==> config.mk <==
export PLATFORM = sky130hd
export DESIGN_NAME = ebc_cycle_ctrl
export DESIGN_NICKNAME = d
export VERILOG_FILES = /design/src/common/ebc_pkg.sv /design/src/ebc_bus_monitor.sv /design/src/ebc_cycle_ctrl.sv
export SDC_FILE = /design/constraint.sdc
export NUM_CORES = 1
export LEC_CHECK = 0
export ABC_AREA = 0
export BUFFER_PORTS_ARGS = -buffer_cell sky130_fd_sc_hd__buf_2
export CAP_MARGIN = 30
export CORE_MARGIN = 2
export CORE_UTILIZATION = 30
export CTS_BUF_LIST = sky130_fd_sc_hd__clkbuf_8
export CTS_CLUSTER_DIAMETER = 200
export DETAILED_ROUTE_END_ITERATION = 7
export GPL_TIMING_DRIVEN = 0
export SYNTH_ARGS = -nofsm -noshare
export SYNTH_HDL_FRONTEND = slang
export SYNTH_SLANG_ARGS = --single-unit
==> constraint.sdc <==
create_clock -name clk -period 3.6 [get_ports clk]
set_clock_uncertainty 0.15 [all_clocks]
set_input_delay 0.18 -clock clk [delete_from_list [all_inputs] [get_ports clk]]
set_output_delay 0.18 -clock clk [all_outputs]
set_load 0.02 [all_outputs]
==> src/common/ebc_pkg.sv <==
// Constants, carrier types and state codes of the external bus cycle
// controller. Assumes a single 10 MHz system clock with synchronous reset.
//
// What this block does
// - On-chip module accesses finish in two system clocks without wait states.
// - Regular external cycles ended by size acknowledge take at least three clocks.
// - Fast-termination cycles finish in two clocks using an internal acknowledge.
// - Fast termination may insert a programmable number of wait states first.
// - Each system clock is one controller state; the clock output stays high after reset.
// - Read data is captured one rising clock edge after the acknowledge is seen.
// - Acknowledge seen at the S2 rising edge gives a three-clock cycle.
// - Drive address, size and direction first, then strobes.
// - Wait cycles are added one clock at a time until exactly one acknowledge line is low.
// - Always-on bus monitor raises bus error after its period, at most 64 clocks.
// - Bus error with halt behaves exactly like bus error alone.
// - Word and long reads take two bytes per cycle from a 16-bit port at an even address with two or more bytes left, else one; byte reads one byte.
// - Word and long writes put two bytes per cycle to a 16-bit port at an even address with two or more bytes left, else one; byte writes one byte.
// - Acknowledge, bus error and halt inputs are de-skewed, data inputs are not, and outputs at cycle edges.
// - Acknowledge code 11 waits, 10 is 8-bit, 01 is 16-bit, 00 reserved.
// - Size outputs give bytes left: 01 one, 10 two, 11 three, 00 four.
package ebc_pkg;

	localparam logic [1:0] ACK_WAIT   = 2'h1 + 2'h2;
	localparam logic [1:0] ACK_PORT8  = 2'h2;
	localparam logic [1:0] ACK_PORT16 = 2'h1;
	localparam logic [1:0] ACK_RSVD   = 2'h0;

	localparam logic [1:0] SIZE_BYTE  = 2'h1;
	localparam logic [1:0] SIZE_WORD  = 2'h2;
	localparam logic [1:0] SIZE_THREE = 2'h3;
	localparam logic [1:0] SIZE_LONG  = 2'h0;

	localparam int         BMON_MAX_CYCLES = 64;
	localparam logic [1:0] BMON_RESET_SEL  = 2'h3;
	localparam logic [3:0] FT_WAIT_RESET   = 4'h0;

	typedef enum logic [2:0] {
		EBC_IDLE  = 3'h0,
		EBC_INT   = 3'h1,
		EBC_ADDR  = 3'h2,
		EBC_STRB  = 3'h3,
		EBC_WAIT  = 3'h4,
		EBC_LATCH = 3'h5,
		EBC_END   = 3'h6
	} ebc_state_t;

	typedef struct packed {
		logic        internal;
		logic        fast;
		logic        write;
		logic [1:0]  size;
		logic [23:0] addr;
		logic [31:0] wdata;
	} ebc_req_t;

	typedef struct packed {
		logic        done;
		logic        bus_error;
		logic        halted;
		logic [31:0] rdata;
	} ebc_rsp_t;

	typedef struct packed {
		logic        addr_strobe_n;
		logic        data_strobe_n;
		logic        read_not_write;
		logic [1:0]  xfer_size;
		logic [23:0] addr;
	} ebc_bus_t;

endpackage

==> src/ebc_bus_monitor.sv <==
// Bus monitor that times out a cycle with no termination.
// Assumes the caller drives active and clear from the cycle controller.
`timescale 1ns/1ps
module ebc_bus_monitor
	import ebc_pkg::*;
#(
	parameter int MAX_CYCLES = BMON_MAX_CYCLES
) (
	input  wire logic       clk,
	input  wire logic       nrst,
	input  wire logic       active,
	input  wire logic       clear,
	input  wire logic [1:0] bus_monitor_period,
	output logic            timeout
);
	logic [6:0] count;
	logic [6:0] limit;

	// Period select gives 8, 16, 32 or 64 clocks; the monitor cannot be off.
	always_comb begin
		limit = 7'(MAX_CYCLES >> (2'h3 - bus_monitor_period));
	end

	always_ff @(posedge clk) begin
		if (!nrst || clear || !active) begin
			count <= 7'h00;
		end else if (count < limit) begin
			count <= count + 7'h01;
		end
	end

	always_ff @(posedge clk) begin
		if (!nrst || clear || !active) begin
			timeout <= 1'b0;
		end else begin
			timeout <= (count + 7'h01 >= limit);
		end
	end
endmodule

==> src/ebc_cycle_ctrl.sv <==
// External bus cycle controller: sequences internal, regular and
// fast-termination cycles with dynamic bus sizing.
// Assumes bus inputs synchronous to clk, one request held until done.
// The clock out is held high out of reset, so it has no high and low phases.
`timescale 1ns/1ps
module ebc_cycle_ctrl
	import ebc_pkg::*;
(
	input  wire logic       clk,
	input  wire logic       nrst,
	input  wire logic       req_valid,
	input  wire ebc_pkg::ebc_req_t req,
	output logic            req_ready,
	output ebc_pkg::ebc_rsp_t rsp,
	input  wire logic [3:0] ft_wait_states,
	input  wire logic [1:0] bus_monitor_period,
	input  wire logic [1:0] size_ack_n,
	input  wire logic       bus_error_n,
	input  wire logic       halt_n,
	input  wire logic [15:0] data_in,
	output logic [15:0]     data_out,
	output logic            data_oe_n,
	output ebc_pkg::ebc_bus_t bus,
	output logic            byte_offset_bit,
	output logic            sys_clock_out
);
	ebc_state_t state;
	ebc_state_t next_state;
	logic [1:0]  ack_s1;
	logic [1:0]  ack_s2;
	logic        bus_error_n_s1;
	logic        bus_error_n_s2;
	logic        halt_s1;
	logic        halt_s2;
	logic [1:0]  ack_seen;
	logic        bus_error_n_seen;
	logic        halt_seen;
	logic        timeout;
	logic [3:0]  ft_count;
	logic [1:0]  remain;
	logic [23:0] cur_addr;
	logic [31:0] shreg;
	logic        active;
	logic        term;
	logic [1:0]  moved;
	logic        busy;

	// Bytes moved per cycle for a port width, size and odd address.
	function automatic logic [1:0] bytes_moved(input logic [1:0] ack,
			input logic [1:0] left, input logic odd);
		if (ack == ACK_PORT8 || left == SIZE_BYTE || odd) begin
			return 2'h1;
		end
		return 2'h2;
	endfunction

	// Two-stage input synchronizers; only the second stage is used.
	always_ff @(posedge clk) begin
		if (!nrst) begin
			ack_s1  <= ACK_WAIT;
			ack_s2  <= ACK_WAIT;
			bus_error_n_s1 <= 1'b1;
			bus_error_n_s2 <= 1'b1;
			halt_s1 <= 1'b1;
			halt_s2 <= 1'b1;
		end else begin
			ack_s1  <= size_ack_n;
			ack_s2  <= ack_s1;
			bus_error_n_s1 <= bus_error_n;
			bus_error_n_s2 <= bus_error_n_s1;
			halt_s1 <= halt_n;
			halt_s2 <= halt_s1;
		end
	end

	always_comb begin
		active    = state inside {EBC_STRB, EBC_WAIT};
		bus_error_n_seen = !bus_error_n_s2 || timeout;
		// Halt beside a bus error or a monitor timeout is bus error alone.
		halt_seen = !halt_s2 && !bus_error_n_seen;
		if (busy && bus.data_strobe_n == 1'b0 && req.fast
				&& ft_count == 4'h0) begin
			ack_seen = ACK_PORT16;
		end else if (req.fast) begin
			ack_seen = ACK_WAIT;
		end else begin
			ack_seen = ack_s2;
		end
		// Reserved code 00 is treated as no acknowledge.
		term  = active && (ack_seen == ACK_PORT8 || ack_seen == ACK_PORT16
			|| bus_error_n_seen || halt_seen);
		moved = bytes_moved(ack_seen, remain, cur_addr[0]);
	end

	ebc_bus_monitor u_bmon (
		.clk                (clk),
		.nrst               (nrst),
		.active             (active && !req.fast),
		.clear              (term),
		.bus_monitor_period (bus_monitor_period),
		.timeout            (timeout)
	);

	always_comb begin
		next_state = state;
		unique case (state)
			EBC_IDLE: begin
				if (req_valid && req.internal) begin
					next_state = EBC_INT;
				end else if (req_valid) begin
					next_state = EBC_ADDR;
				end
			end
			EBC_INT:   next_state = EBC_IDLE;
			EBC_ADDR:  next_state = req.fast ? EBC_LATCH : EBC_STRB;
			EBC_STRB: begin
				next_state = term ? EBC_LATCH : EBC_WAIT;
			end
			EBC_WAIT: begin
				next_state = term ? EBC_LATCH : EBC_WAIT;
			end
			EBC_LATCH: begin
				next_state = (req.fast && ft_count != 4'h0) ? EBC_LATCH
					: EBC_END;
			end
			EBC_END: begin
				next_state = EBC_IDLE;
			end
			default:   next_state = EBC_IDLE;
		endcase
	end

	always_ff @(posedge clk) begin
		if (!nrst) begin
			state <= EBC_IDLE;
		end else begin
			state <= next_state;
		end
	end

	always_ff @(posedge clk) begin
		if (!nrst) begin
			ft_count <= FT_WAIT_RESET;
		end else if (state == EBC_ADDR) begin
			ft_count <= ft_wait_states;
		end else if (ft_count != 4'h0) begin
			ft_count <= ft_count - 4'h1;
		end
	end

	// Cycle record: address, bytes left, result shift register.
	logic        bus_error_n_hold;
	logic        halt_hold;
	logic [1:0]  last_moved;
	always_ff @(posedge clk) begin
		if (!nrst) begin
			busy       <= 1'b0;
			remain     <= SIZE_LONG;
			cur_addr   <= 24'h00_0000;
			shreg      <= 32'h0000_0000;
			bus_error_n_hold  <= 1'b0;
			halt_hold  <= 1'b0;
			last_moved <= 2'h0;
		end else if (state == EBC_IDLE && req_valid && !busy) begin
			busy      <= 1'b1;
			remain    <= req.size;
			cur_addr  <= req.addr;
			shreg     <= req.wdata;
			bus_error_n_hold <= 1'b0;
			halt_hold <= 1'b0;
		end else if (term) begin
			bus_error_n_hold  <= bus_error_n_seen;
			halt_hold  <= halt_seen;
			last_moved <= moved;
		end else if (state == EBC_LATCH && next_state == EBC_END) begin
			// Data is taken one clock after the acknowledge was seen.
			if (req.fast) begin
				last_moved <= bytes_moved(ACK_PORT16, remain, cur_addr[0]);
			end
			if (!bus.read_not_write) begin
				shreg <= shreg;
			end else if ((req.fast ? bytes_moved(ACK_PORT16, remain,
					cur_addr[0]) : last_moved) == 2'h2) begin
				shreg <= {shreg[15:0], data_in};
			end else if (cur_addr[0] && !(ack_s2 == ACK_PORT8)) begin
				shreg <= {shreg[23:0], data_in[7:0]};
			end else begin
				shreg <= {shreg[23:0], data_in[15:8]};
			end
		end else if (state == EBC_END) begin
			if (!bus.read_not_write) begin
				shreg <= last_moved == 2'h2 ? {shreg[15:0], 16'h0000}
					: {shreg[23:0], 8'h00};
			end
			remain   <= remain - last_moved;
			cur_addr <= cur_addr + 24'(last_moved);
			if (bus_error_n_hold || halt_hold || remain == last_moved) begin
				busy <= 1'b0;
			end
		end else if (state == EBC_INT) begin
			busy <= 1'b0;
		end
	end

	// Outputs at the start and end of each cycle come from flip-flops.
	always_ff @(posedge clk) begin
		if (!nrst) begin
			bus.addr_strobe_n  <= 1'b1;
			bus.data_strobe_n  <= 1'b1;
			bus.read_not_write <= 1'b1;
			bus.xfer_size      <= SIZE_BYTE;
			bus.addr           <= 24'h00_0000;
			byte_offset_bit    <= 1'b0;
			data_out           <= 16'h0000;
			data_oe_n          <= 1'b1;
		end else begin
			if (next_state == EBC_ADDR && !busy) begin
				// A new request is not in the cycle record yet.
				bus.addr        <= req.addr;
				byte_offset_bit <= req.addr[0];
				bus.xfer_size   <= req.size;
				bus.read_not_write <= !req.write;
			end else if (state == EBC_ADDR || next_state == EBC_ADDR) begin
				bus.addr        <= cur_addr;
				byte_offset_bit <= cur_addr[0];
				bus.xfer_size   <= remain;
				bus.read_not_write <= !req.write;
			end
			bus.addr_strobe_n <= !(next_state inside {EBC_STRB, EBC_WAIT,
				EBC_LATCH} && !(next_state == EBC_LATCH && state == EBC_LATCH
				&& !req.fast));
			bus.data_strobe_n <= !(next_state inside {EBC_STRB, EBC_WAIT}
				|| (next_state == EBC_LATCH && req.fast && !req.write));
			data_oe_n <= !(req.write && next_state inside {EBC_STRB,
				EBC_WAIT, EBC_LATCH});
			// A last or odd-addressed byte is mirrored on both lanes for any port width.
			data_out <= (remain == SIZE_BYTE || cur_addr[0])
				? {2{shreg[31:24]}} : shreg[31:16];
		end
	end

	always_ff @(posedge clk) begin
		if (!nrst) begin
			rsp <= '0;
		end else begin
			rsp.done      <= (state == EBC_INT) || (state == EBC_END
				&& (bus_error_n_hold || halt_hold || remain == last_moved));
			rsp.bus_error <= state == EBC_END && bus_error_n_hold;
			rsp.halted    <= state == EBC_END && halt_hold;
			rsp.rdata     <= state == EBC_END ? shreg : rsp.rdata;
		end
	end

	// The clock output is low in reset and held high in every state after it.
	always_ff @(posedge clk) begin
		if (!nrst) begin
			sys_clock_out <= 1'b0;
		end else begin
			sys_clock_out <= 1'b1;
		end
	end

	assign req_ready = state == EBC_IDLE && !busy;
endmodule

* Word-level counts from Yosys, hierarchy flattened
Cells that the tools add are included.
** Cells by class
- $add $sub $neg :: 5
- Magnitude comparators :: 2
- Eq/ne operators :: 23
- Shifts and indexed selects :: 1
- Multiplexer cells :: 65
- Bitwise logic cells :: 3
- Reduce and logical (&&, ||, !) cells :: 69
** Operators by type and width (number)
- 2-to-1 mux 32 bit :: 8
- 2-to-1 mux 24 bit :: 4
- 2-to-1 mux 27 bit :: 2
- 2-to-1 mux 2 bit :: 21
- adder 24 x 2 -> 24 bit :: 1
- logical AND 1 bit :: 23
- 2-to-1 mux 1 bit :: 22
- == test 3 bit, second input constant :: 6
- 2-to-1 mux 8 bit :: 2
- logical OR 1 bit :: 14
- nonzero test 2 bit :: 7
- zero test 1 bit :: 13
- == test 3 x 2 -> 1 bit, second input constant :: 4
- one-hot mux 3 bit (4 select lines) :: 1
- 2-to-1 mux 3 bit :: 3
- nonzero test 3 bit :: 3
- == test 2 bit, second input constant :: 4
- 2-to-1 mux 4 bit :: 2
- AND reduction 4 bit :: 2
- adder 7 x 1 -> 7 bit, second input constant :: 1
- greater-or-equal comparator 7 bit :: 1
- less-than comparator 7 bit :: 1
- right shift 7 x 2 -> 7 bit, first input constant :: 1
- != test 3 bit, second input constant :: 2
- other kinds (15) :: 20
** Storage, ports and cells
- Register bits after elaboration :: 169
- Input bits :: 90
- Output and inout bits :: 84
- Logic and storage cells :: 198

* Logic depth before layout (Yosys ltp)
Gate-level depths: netlist of run 1.
- Word-level depth :: 31
- Mapped depth :: 10
- Depth with buffers taken out :: 10

* Hierarchy
From an unflattened synthesis of run 1, not the netlist that was laid out.
** Second synthesis, totals
- Cell total of the unflattened synthesis :: 910
- Area, all modules :: 7771.2 um^2
** By module, submodules not included
- ebc_cycle_ctrl :: instances 1, cells an instance 846, area an instance 7211.9 um^2, sequential area each 3203.1 um^2
- ebc_bus_monitor :: instances 1, cells an instance 64, area an instance 559.3 um^2, sequential area each 160.2 um^2

* Least setup slack after synthesis of run 1
OpenSTA, ideal clock, no wires.
- Kind :: register -> register
- Start :: register ft_count[0]
- End :: register last_moved[0]
- Library setup time :: 0.115 ns
- Arrival time :: 2.470 ns
- Required time :: 3.335 ns
- Setup slack :: 0.864 ns
- Cell stages (with the launch flop) :: 11
- Buffers on the path :: 0
- Period minus slack after synthesis :: 2.736 ns
- Cells stage by stage :: dfxtp_1 -> inv_1 -> ha_1 -> or3b_2 -> o32a_1 -> ha_1 -> and4b_1 -> o22ai_1 -> a32oi_1 -> nand3b_1 -> and3_1
** On the way
- Word-level cells in the longest chain between the ends :: 14
- Elaborated cells between the ends (all ways) :: 24
- Classes of those cells :: eq/ne: 3; mux: 7; reduce/logical: 14
** RTL lines
- from (decl) :: RTL line ebc_cycle_ctrl.sv:39 : logic [3:0] ft_count;
- from (signal assigned) :: RTL line ebc_cycle_ctrl.sv:145 : ft_count <= ft_wait_states;
- from (signal assigned) :: RTL line ebc_cycle_ctrl.sv:147 : ft_count <= ft_count - 4'h1;
- zero test 4 bit :: RTL line ebc_cycle_ctrl.sv:82 : && ft_count == 4'h0) begin
- logical AND 1 bit :: RTL line ebc_cycle_ctrl.sv:82
- 2-to-1 mux 2 bit :: RTL line ebc_cycle_ctrl.sv:81 : if (busy && bus.data_strobe_n == 1'b0 && req.fast
- == test 2 bit or == test 2 x 1 -> 1 bit (tied branches) :: RTL line ebc_cycle_ctrl.sv:51, ebc_cycle_ctrl.sv:90
- logical OR 1 bit :: RTL line ebc_cycle_ctrl.sv:90 : term = active && (ack_seen == ACK_PORT8 || ack_seen == ACK_PORT16
- logical OR 1 bit (2 in a row) :: RTL line ebc_cycle_ctrl.sv:91 : || bus_error_n_seen || halt_seen);
- logical AND 1 bit :: RTL line ebc_cycle_ctrl.sv:90
- 2-to-1 mux 1 bit :: RTL line ebc_cycle_ctrl.sv:117, ebc_cycle_ctrl.sv:120
- one-hot mux 3 bit (4 select lines) :: RTL line ebc_cycle_ctrl.sv:106 : unique case (state)
- == test 3 bit :: RTL line ebc_cycle_ctrl.sv:175 : end else if (state == EBC_LATCH && next_state == EBC_END) begin
- logical AND 1 bit :: RTL line ebc_cycle_ctrl.sv:175
- nonzero test 2 bit (no line)
- AND reduction 3 bit (no line)
- to (signal assigned) :: RTL line ebc_cycle_ctrl.sv:174 : last_moved <= moved;
- to (signal assigned) :: RTL line ebc_cycle_ctrl.sv:178 : last_moved <= bytes_moved(ACK_PORT16, remain, cur_addr[0]);
- to (decl) :: RTL line ebc_cycle_ctrl.sv:154 : logic [1:0] last_moved;
Several ways; a longest one is shown, not always the timed one.
A chain may end at the register's enable or synchronous reset.

* Final worst setup path of run 1
Ends and elaborated chain as after synthesis.

==> run_results.csv, run 1 <==
group,metric,value,unit
run_status,outcome,"finished, final reports clean",
layout,diodes,0,
die,dieHeight,165.5,um
layout,drive_above_1_share,20.35,%
power,powerDensity,453.2,nW/um2
layout,final_area,10370,um2
drt,viasPerCell,4.992,
logic_synthesis,async_reset_ff_share,0,%
worst_setup_path,crit_path_start_kind,"flop",
die,die_w,165.5,um
worst_setup_path,ff2ff_setup_slack,0.62,ns
logic_synthesis,synth_edf_count,0,
placement,io_buffers,173,
hold_path,min-delay-path-class,"in2reg",
logic_synthesis,syn_area,7829,um2
power,peakVddDrop,219.9,uV
die,core_area,25840,um2
placement,place_area,9114,um2
clock_tree,insertion_delay,0.47,ns
timing,slew_headroom,50.83,%
layout,area.sequential,3363,um2
timing,worstMarginPinSlew,0.7375,ns
run,max_cap_violations,0,
drt,wirelength,26000,um
timing,period_share,82.67,%
placement,hpwl,19060,um
timing,rsz0062_at_grt,"false",
worst_setup_path,path_cells,"inv_1 > ha_1 > or3b_2 > o32a_1 > ha_1 > and4b_1 > o22ai_1 > a32oi_1 > nand3b_1 > and3_1",
placement,gp_congestion,0.8636,
layout,nFillCells,2689,
grt,groute.usage.overall,18.60,%
die,num_rows,59,
timing,tns,0,ns
clock_tree,cts_root_buf,"clkbuf_8",
layout,syn2layout_area_growth,32.48,%
grt,gr-total-overflow,0,
drt,antenna_left,0,
logic_synthesis,ys_seq_elements,168,
clock_tree,numCtsBuffers,17,
clock_tree,clock_path_buffers,2,
grt,grt_max_degree,19,
timing,setup_ws,0.6237,ns
clock_tree,cts_tree,"yes",
power,p_leak,4.335,nW
grt,antenna_found_initial,0,
logic_synthesis,synth-seq-area-share,42.96,%
placement,post-place-ws,0.6481,ns
timing,min_period,2.976,ns
timing,finalHoldViolations,0,
worst_setup_path,crit_path_end_kind,"flop",
drt,drt_iter0_drc,499,
layout,final_common_cell,"buf_2",
layout,fin_nets,1291,
worst_setup_path,crit_path_max_incr_delay,0.54,ns
worst_setup_path,cpMostUsedCell,"ha_1",
drt,num_vias,7657,
logic_synthesis,netlist-cell-type-count,65,
logic_synthesis,yosys_warnings,0,
worst_setup_path,critPathRequiredTime,3.83,ns
layout,multi_input_area,4103,um2
clock_tree,htree_levels,4,
die,initial_core_util,30.30,%
logic_synthesis,syn_nets,1014,
worst_setup_path,path_class,"reg2reg",
logic_synthesis,synth_ff_type,"dfxtp_1",
grt,grt_pass1_vias,7333,
power,total_power,0.004700,W
drt,drc_errors,0,
layout,final_util,40.14,%
grt,grt_pass1_wl,39110,um
worst_setup_path,crit_fanout,5,
timing,finalSetupViolCount,0,
layout,final_cell_mix,"buf_2 (187), dfxtp_1 (168), nand2_1 (125)",
worst_setup_path,cp_slowest_cell,"or3b_2",
clock_tree,cts_resized,0,
drt,firstDrtPassIters,5,
die,dieArea,27400,um2
worst_setup_path,cp.arrival,3.21,ns
die,io_pins,174,
timing,max_freq,336.0,MHz
logic_synthesis,syn_inst,909,
timing,final-max-slew-violation-count,0,
logic_synthesis,avgSynthCellArea,8.612,um2
drt,wire_per_inst,16.95,um
clock_tree,clk_pin_slew_worst_paths,0.10,ns
clock_tree,clkSinkCount,168,
==> flip-flops by register name, summed over array words and instances, names as in the netlist, 3 cells and up <==
signal / count
ft_count: 4
data_out: 16
shreg: 32
state: 3
bus: 29
cur_addr: 24
rsp: 35
u_bmon.count: 7
==> timing repair <==
item / 4_1_cts / 5_1_grt
hold buffers: 85 / 0
hold endpoints to repair: 97 / 0
setup buffers: 0 / 0
==> metal layers <==
metal  part of all wire (%)  wire, um  GRT usage (%)  vias to the layer above
met5                      0         0              0                        -
met4                    3.2       829          7.563                        0
met3                    5.6      1452          3.746                       51
met2                     46     11980          29.65                      237
met1                     45     11730          24.59                     3589
li1                       -         -              -                     3780
==> cell type report <==
| type | instances | share of cell area (%) |
|---|---|---|
| multi-input cells | 664 | 39.56 |
| inverters | 11 | 0.3981 |
| plain buffers | 66 | 3.100 |
| clock inverters | 15 | 1.665 |
| flip-flops and latches | 168 | 32.43 |
| repair buffers | 258 | 16.55 |
| well taps | 335 | 4.041 |
| clock buffers | 17 | 2.256 |
==> power breakdown <==
| group | switching, W | total (W) | internal (W) |
|---|---|---|---|
| Clock | 0.000839 | 0.00143 | 0.000591 |
| Combinational | 0.000636 | 0.00112 | 0.000480 |
| Sequential | 0.000147 | 0.00215 | 0.00201 |
| Total | 0.00162 | 0.00470 | 0.00308 |
==> path summary, 6_finish.rpt <==
path	from	to	depth (start not counted)
worst min-delay path	data_in[1]	shreg[1]	4
worst min register to register	ack_s1[1]	ack_s2[1]	1
worst max register to register	ft_count[0]	last_moved[0]	10
worst max-delay path	ft_count[0]	last_moved[0]	10
==> worst max-delay path: cells and delay by family (launching register included) <==
family,cells,cell delay [ns]
fa+ha+maj,2,0.51
buf+inv,1,0.08
compound gates,3,0.64
simple gates,4,1.17
flops,1,0.33
==> cell usage after synthesis, types with 7 or more instances <==
cell type / n / share of area (%)
ha_1: 14 / 2.2
o21ai_0: 32 / 2.0
dfxtp_1: 168 / 43
nand2b_1: 33 / 2.6
a2bb2oi_1: 10 / 1.1
nand2_1: 125 / 6.0
inv_1: 11 / 0.53
mux2i_1: 37 / 4.7
a211oi_1: 7 / 0.67
nor2_1: 101 / 4.8
o211ai_1: 10 / 0.96
clkbuf_1: 41 / 2.0
nand3_1: 41 / 2.6
xor2_1: 14 / 1.6
buf_2: 14 / 0.90
buf_4: 8 / 0.77
a311oi_1: 27 / 3.0
a21oi_1: 76 / 4.9
and3_1: 12 / 0.96
xnor2_1: 18 / 2.0
o22ai_1: 8 / 0.64
a32o_1: 16 / 2.0
and2_1: 10 / 0.80
==> logic make-up after synthesis <==
group | share of synthesized area (%)
flip-flops | 42.96
AND/OR/NAND/NOR | 22.61
adder cells (fa/ha/maj) | 2.493
buffers and inverters | 4.635
XOR/XNOR | 3.580
multiplexers | 5.018
AO/OA/AOI/OAI | 18.70
==> per-stage QoR <==
stage               cells  hold slack, ns
CTS                  1534         0.01292
floorplan             909         0.05772
detailed placement   1417          0.2112
global placement     1417          0.2086
global route         1534         0.02319
finish               1534         0.02537
(Power assumes the default switching activity.)
==> run 2: changes to the inputs <==
- ABC_AREA: 0 -> 1
- clock period: 3.6 -> 2.6 ns (I/O delays scaled with it)
==> run 2 against run 1 <==
Compared with the run above:
- final cell count grew 33%
- utilization shrank 0.95 points
- setup slack lost 0.43 ns
- first-iteration DRC count grew 85%
- flip-flop and latch count unchanged
- worst hold slack gained 0.030 ns
- non-clock buffer count grew 14
- critical path type unchanged
- count of clock-buffer cells in the layout stayed put
- sequential power rose by 47%
- via count is 30% higher
==> run_results.csv, run 2 <==
group,metric,value,unit
drt,drt_iter0_drc,922,
timing,worstMarginPinSlew,0.7396,ns
die,num_rows,63,
drt,viasPerCell,4.876,
layout,finalNonFillerCells,2041,
clock_tree,cts_root_buf,"clkbuf_8",
grt,antenna_found_initial,0,
logic_synthesis,avgSynthCellArea,6.569,um2
timing,finalSetupViolCount,0,
clock_tree,cts_tree,"yes",
placement,place_area,10290,um2
clock_tree,htree_levels,4,
hold_path,worstHoldStart,"bus_monitor_period[1]",
logic_synthesis,ys_seq_elements,168,
timing,min_period,2.411,ns
worst_setup_path,crit_path_end_kind,"flop",
grt,gr-total-overflow,0,
layout,final_cell_mix,"nand2_1 (309), inv_1 (210), buf_2 (203)",
timing,final-max-slew-violation-count,0,
layout,regMostFlops,"rsp",
layout,fin_nets,1744,
timing,hold_ws,0.05505,ns
timing,period_share,92.73,%
drt,firstDrtPassIters,6,
layout,largest_reg_flops,35,
logic_synthesis,synth_edf_count,0,
layout,syn2layout_area_growth,29.24,%
worst_setup_path,cp.arrival,2.66,ns
die,dieHeight,176.6,um
drt,num_vias,9952,
clock_tree,numCtsBuffers,17,
logic_synthesis,ys_top_cells_by_count,"nand2_1 (311), inv_1 (210), dfxtp_1 (168)",
worst_setup_path,r2r_end,"shreg[27]",
worst_setup_path,path_cells,"nor2_2 > nand3_1 > inv_1 > buf_2 > buf_2 > nand2_1 > nand3_1 > nand2_1 > inv_1",
logic_synthesis,synth_xor_area_share,0.8817,%
die,initial_core_util,30.32,%
logic_synthesis,synth_mux_area_share,0,%
logic_synthesis,async_reset_ff_share,0,%
die,dieArea,31200,um2
grt,groute.usage.overall,20.76,%
placement,hpwl,24380,um
die,die_w,176.6,um
worst_setup_path,crit_path_start_kind,"flop",
timing,max_freq,414.8,MHz
clock_tree,clkSinkCount,168,
drt,wirelength,32570,um
logic_synthesis,yosys-top-cells-area,"dfxtp_1 (38%), nand2_1 (13%), inv_1 (8.8%)",
worst_setup_path,crit_path_max_incr_delay,0.39,ns
grt,grt_pass1_vias,9378,
placement,io_buffers,172,
logic_synthesis,synth_compound_area_share,18.91,%
timing,rsz0062_at_grt,"false",
timing,slew_headroom,50.69,%
clock_tree,insertion_delay,0.46,ns
grt,grt_pass1_wl,50470,um
logic_synthesis,synth-seq-area-share,37.62,%
worst_setup_path,cp_slowest_cell,"dfxtp_1",
logic_synthesis,netlist-cell-type-count,38,
worst_setup_path,crit_fanout,10,
logic_synthesis,syn_nets,1466,
layout,diodes,0,
clock_tree,clk_pin_slew_worst_paths,0.09,ns
drt,antenna_left,0,
worst_setup_path,critPathRequiredTime,2.85,ns
clock_tree,clock_path_buffers,2,
layout,drive_above_1_share,16.23,%
logic_synthesis,syn_area,8940,um2
layout,final_util,39.19,%
hold_path,hold-path-endpoint,"u_bmon.timeout",
logic_synthesis,synth.most_common_cell,"nand2_1",
logic_synthesis,synth_top_family_by_area,"simple AND/OR/NAND/NOR gates",
grt,grt_max_degree,17,
logic_synthesis,syn_inst,1361,
worst_setup_path,path_class,"reg2reg",
logic_synthesis,synth_simple_gate_area_share,27.24,%
drt,wire_per_inst,15.96,um
worst_setup_path,regToRegStartpoint,"state[2]",
power,peakVddDrop,303.4,uV
run_status,outcome,"finished, final reports clean",
timing,tns,0,ns
worst_setup_path,worstRegToRegCells,9,
logic_synthesis,yosys_warnings,0,
logic_synthesis,synthAdderAreaFrac,2.183,%
logic_synthesis,post-synth-top-area-cell,"dfxtp_1",
worst_setup_path,ff2ff_setup_slack,0.19,ns
hold_path,min-delay-path-class,"in2reg",
die,io_pins,174,
hold_path,min_path_cells,5,
placement,gp_congestion,0.9212,
timing,finalHoldViolations,0,
run,max_cap_violations,0,
placement,dp.cells,1923,
layout,top_regs,"rsp: 35 flops, shreg: 32 flops, bus: 29 flops",
power,powerDensity,645.0,nW/um2
power,p_leak,5.565,nW
die,core_area,29480,um2
layout,final_common_cell,"nand2_1",
logic_synthesis,synth_top_area_share,37.62,%
drt,drc_errors,0,
logic_synthesis,synth_ff_type,"dfxtp_1",
layout,final_area,11550,um2
## run 2: timing repair
item	CTS	global route
resized for setup	0	5
setup endpoints to repair	0	10
buffers inserted	0	2
hold buffers	85	0
hold endpoints to repair	92	0
## run 2: cell type report
class                      count  area [um2]
multi-input combinational    900        4414
tap                          390       488.0
sequential                   168        3363
inverter                     214       803.3
timing repair buffer         259        1727
buffer                        79       374.1
clock buffer                  17       234.0
clock inverter                14       150.1
fill                        3232       17930
## run 2: critical path, delay by kind of cell, from the launching register on
| kind | cells | cell delay (ns) |
|---|---|---|
| flip-flops | 1 | 0.39 |
| AND/OR/NAND/NOR | 5 | 0.82 |
| buffers and inverters | 4 | 0.99 |
## run 2: worst max-delay path by stage
stage / depth (start not counted) / startpoint / to / slack, ns
floorplan: 12 / ft_count[0] / bus[27] / 0.51
global placement: 12 / ft_count[0] / u_bmon.count[4] / 0.07
detailed placement: 12 / ft_count[0] / u_bmon.count[4] / 0.05
CTS: 12 / ft_count[0] / u_bmon.count[4] / 0.007
global route: 12 / ft_count[0] / u_bmon.count[4] / 0.02
finish: 9 / state[2] / shreg[27] / 0.19
## run 2: logic make-up (layout without fill, tap and decap cells)
kind of cell | after synthesis | count (layout)
adders and majority gates | 15 | 15
xor gates and xnor gates | 9 | 9
AOI/OAI and AO/OA | 307 | 307
and+or+nand+nor | 569 | 569
DFF | 168 | 168
buffers and inverters | 293 | 583
## run 2: power by group
group / internal [W] / switching, W / leakage (nW)
Sequential: 0.00289 / 0.000261 / 1.38
Clock: 0.000860 / 0.00105 / 0.194
Combinational: 0.000848 / 0.00154 / 4.00
Total: 0.00460 / 0.00285 / 5.57
## run 2: layer usage
layer	part of all wire, %	wire, um	track usage [%]
met2	47	15180	34.41
met4	2.4	794	6.474
met1	44	14420	27.69
met3	6.7	2175	3.243
met5	0	0	0
## run 2: stage by stage
step / power, W / worst slack, ns
3_5_place_dp: 0.005466 / 0.05378
3_3_place_gp: 0.005444 / 0.06829
5_1_grt: 0.007918 / 0.01694
6_report: 0.007452 / 0.1891
4_1_cts: 0.007470 / 0.006695
2_1_floorplan: 0.004673 / 0.5076
==> run 3: changes to the inputs <==
- CELL_PAD_IN_SITES_DETAIL_PLACEMENT: default -> 1
- CELL_PAD_IN_SITES_GLOBAL_PLACEMENT: default -> 1
- PLACE_DENSITY: default -> 0.76
==> run 3 against run 2 <==
Compared with the run above:
- die area did not move
- critical endpoint is now cur_addr[14]
- highest routed layer unchanged
- flip-flop and latch count unchanged
- utilization rose by 0.093 points
- largest power group unchanged
- largest cell class unchanged
- worst hold slack worse by 0.031 ns
==> run_results.csv, run 3 (same netlist as run 2, synthesis figures left out) <==
group,metric,value,unit
clock_tree,htree_levels,4,
run,max_cap_violations,0,
drt,drt_iter0_drc,664,
clock_tree,insertion_delay,0.48,ns
layout,multi_input_area,4409,um2
run_status,outcome,"finished, final reports clean",
worst_setup_path,path_class,"reg2reg",
drt,wire_per_inst,17.95,um
grt,antenna_found_initial,0,
die,die_w,176.6,um
timing,min_period,2.426,ns
die,core_area,29480,um2
die,initial_core_util,30.32,%
worst_setup_path,worstRegToRegCells,11,
power,total_power,0.007688,W
grt,grt_max_degree,18,
power,p_leak,5.579,nW
timing,period_share,93.30,%
layout,final_common_cell,"nand2_1",
timing,rsz0062_at_grt,"false",
grt,grt_pass1_vias,10430,
hold_path,min-delay-path-class,"in2reg",
drt,num_vias,10280,
grt,groute.usage.overall,23.33,%
drt,antenna_left,0,
drt,drc_errors,0,
placement,hpwl,26740,um
drt,viasPerCell,5.034,
placement,dp.cells,1923,
grt,grt_pass1_wl,56520,um
layout,fin_nets,1744,
timing,final-max-slew-violation-count,0,
grt,gr-total-overflow,0,
layout,finalNonFillerCells,2042,
worst_setup_path,crit_path_end_kind,"flop",
timing,slew_headroom,53.52,%
layout,largest_reg_flops,35,
timing,max_freq,412.2,MHz
layout,nFillCells,3882,
worst_setup_path,crit_path_start_kind,"flop",
placement,io_buffers,172,
layout,drive_above_1_share,16.28,%
hold_path,min_path_cells,5,
die,num_rows,63,
worst_setup_path,crit_fanout,6,
clock_tree,clkSinkCount,168,
timing,finalSetupViolCount,0,
clock_tree,clock_path_buffers,2,
layout,area.sequential,3363,um2
layout,top_regs,"rsp: 35 flops, shreg: 32 flops, bus: 29 flops",
clock_tree,clk_pin_slew_worst_paths,0.11,ns
die,io_pins,174,
clock_tree,cts_tree,"yes",
timing,hold_ws,0.02401,ns
power,peakVddDrop,336.5,uV
power,powerDensity,663.8,nW/um2
drt,wirelength,36660,um
die,dieArea,31200,um2
layout,regMostFlops,"rsp",
placement,gp_congestion,0.9054,
timing,finalHoldViolations,0,
layout,diodes,0,
timing,worstMarginPinSlew,0.6971,ns
die,dieHeight,176.6,um
drt,firstDrtPassIters,5,
clock_tree,cts_root_buf,"clkbuf_8",
layout,final_cell_mix,"nand2_1 (309), inv_1 (209), buf_2 (203)",
worst_setup_path,critPathRequiredTime,2.79,ns
worst_setup_path,cp.arrival,2.62,ns
layout,syn2layout_area_growth,29.55,%
clock_tree,numCtsBuffers,17,
==> run 3: path summary, 6_finish.rpt <==
check | startpoint | endpoint | slack [ns]
hold / removal | bus_monitor_period[0] | u_bmon.timeout | 0.02
hold reg to reg | halt_s1 | halt_s2 | 0.26
setup / recovery | last_moved[0] | cur_addr[14] | 0.17
setup reg to reg | last_moved[0] | cur_addr[14] | 0.17
==> run 3: repair_timing <==
action	CTS	global route
setup buffers	1	0
hold endpoints to repair	94	0
hold buffers	86	0
resized for setup	0	5
setup endpoints to repair	3	20
pin swaps	1	0
==> run 3: layer usage <==
| metal | share of wire [%] | GRT usage, % | wire length, um | vias to the layer above |
|---|---|---|---|---|
| li1 | - | - | - | 4933 |
| met1 | 44 | 28.81 | 15960 | 5020 |
| met2 | 50 | 41.88 | 18330 | 285 |
| met3 | 4.6 | 4.124 | 1692 | 41 |
| met4 | 1.8 | 5.682 | 678 | 0 |
| met5 | 0 | 0 | 0 | - |
==> run 3: layout make-up <==
class | count | area share, %
inverters | 214 | 6.936
flip-flops and latches | 168 | 29.04
repair buffers | 259 | 14.93
well taps | 390 | 4.213
plain buffers | 79 | 3.230
clock inverters | 15 | 1.556
multi-input cells | 900 | 38.07
clock buffers | 17 | 2.020
==> run 3: through the flow <==
stage	area [um2]	util, %	worst slack, ns	TNS [ns]
floorplan	8940	-	0.5076	0
global route	11580	39.28	0.002471	0
detailed placement	10290	34.90	-0.08012	-0.1358
CTS	11570	39.25	0.02646	0
finish	11580	39.28	0.1741	0
global placement	10290	34.90	0.01094	0
==> run 3: where the power goes <==
group          internal [W]  switching [W]
Sequential          0.00289       0.000268
Clock              0.000896        0.00116
Combinational      0.000852        0.00162
Total               0.00464        0.00305
==> run 3: critical path, stage by stage (launching register included) <==
cell and delay [ns]:
dfxtp_1 0.42, ha_1 0.24, inv_1 0.07, fa_1 0.45
inv_1 0.18, nand2_1 0.10, nor2_2 0.28, nand3_1 0.11
nand2_1 0.08, nand3_1 0.07, nand3_1 0.08, a21oi_1 0.06
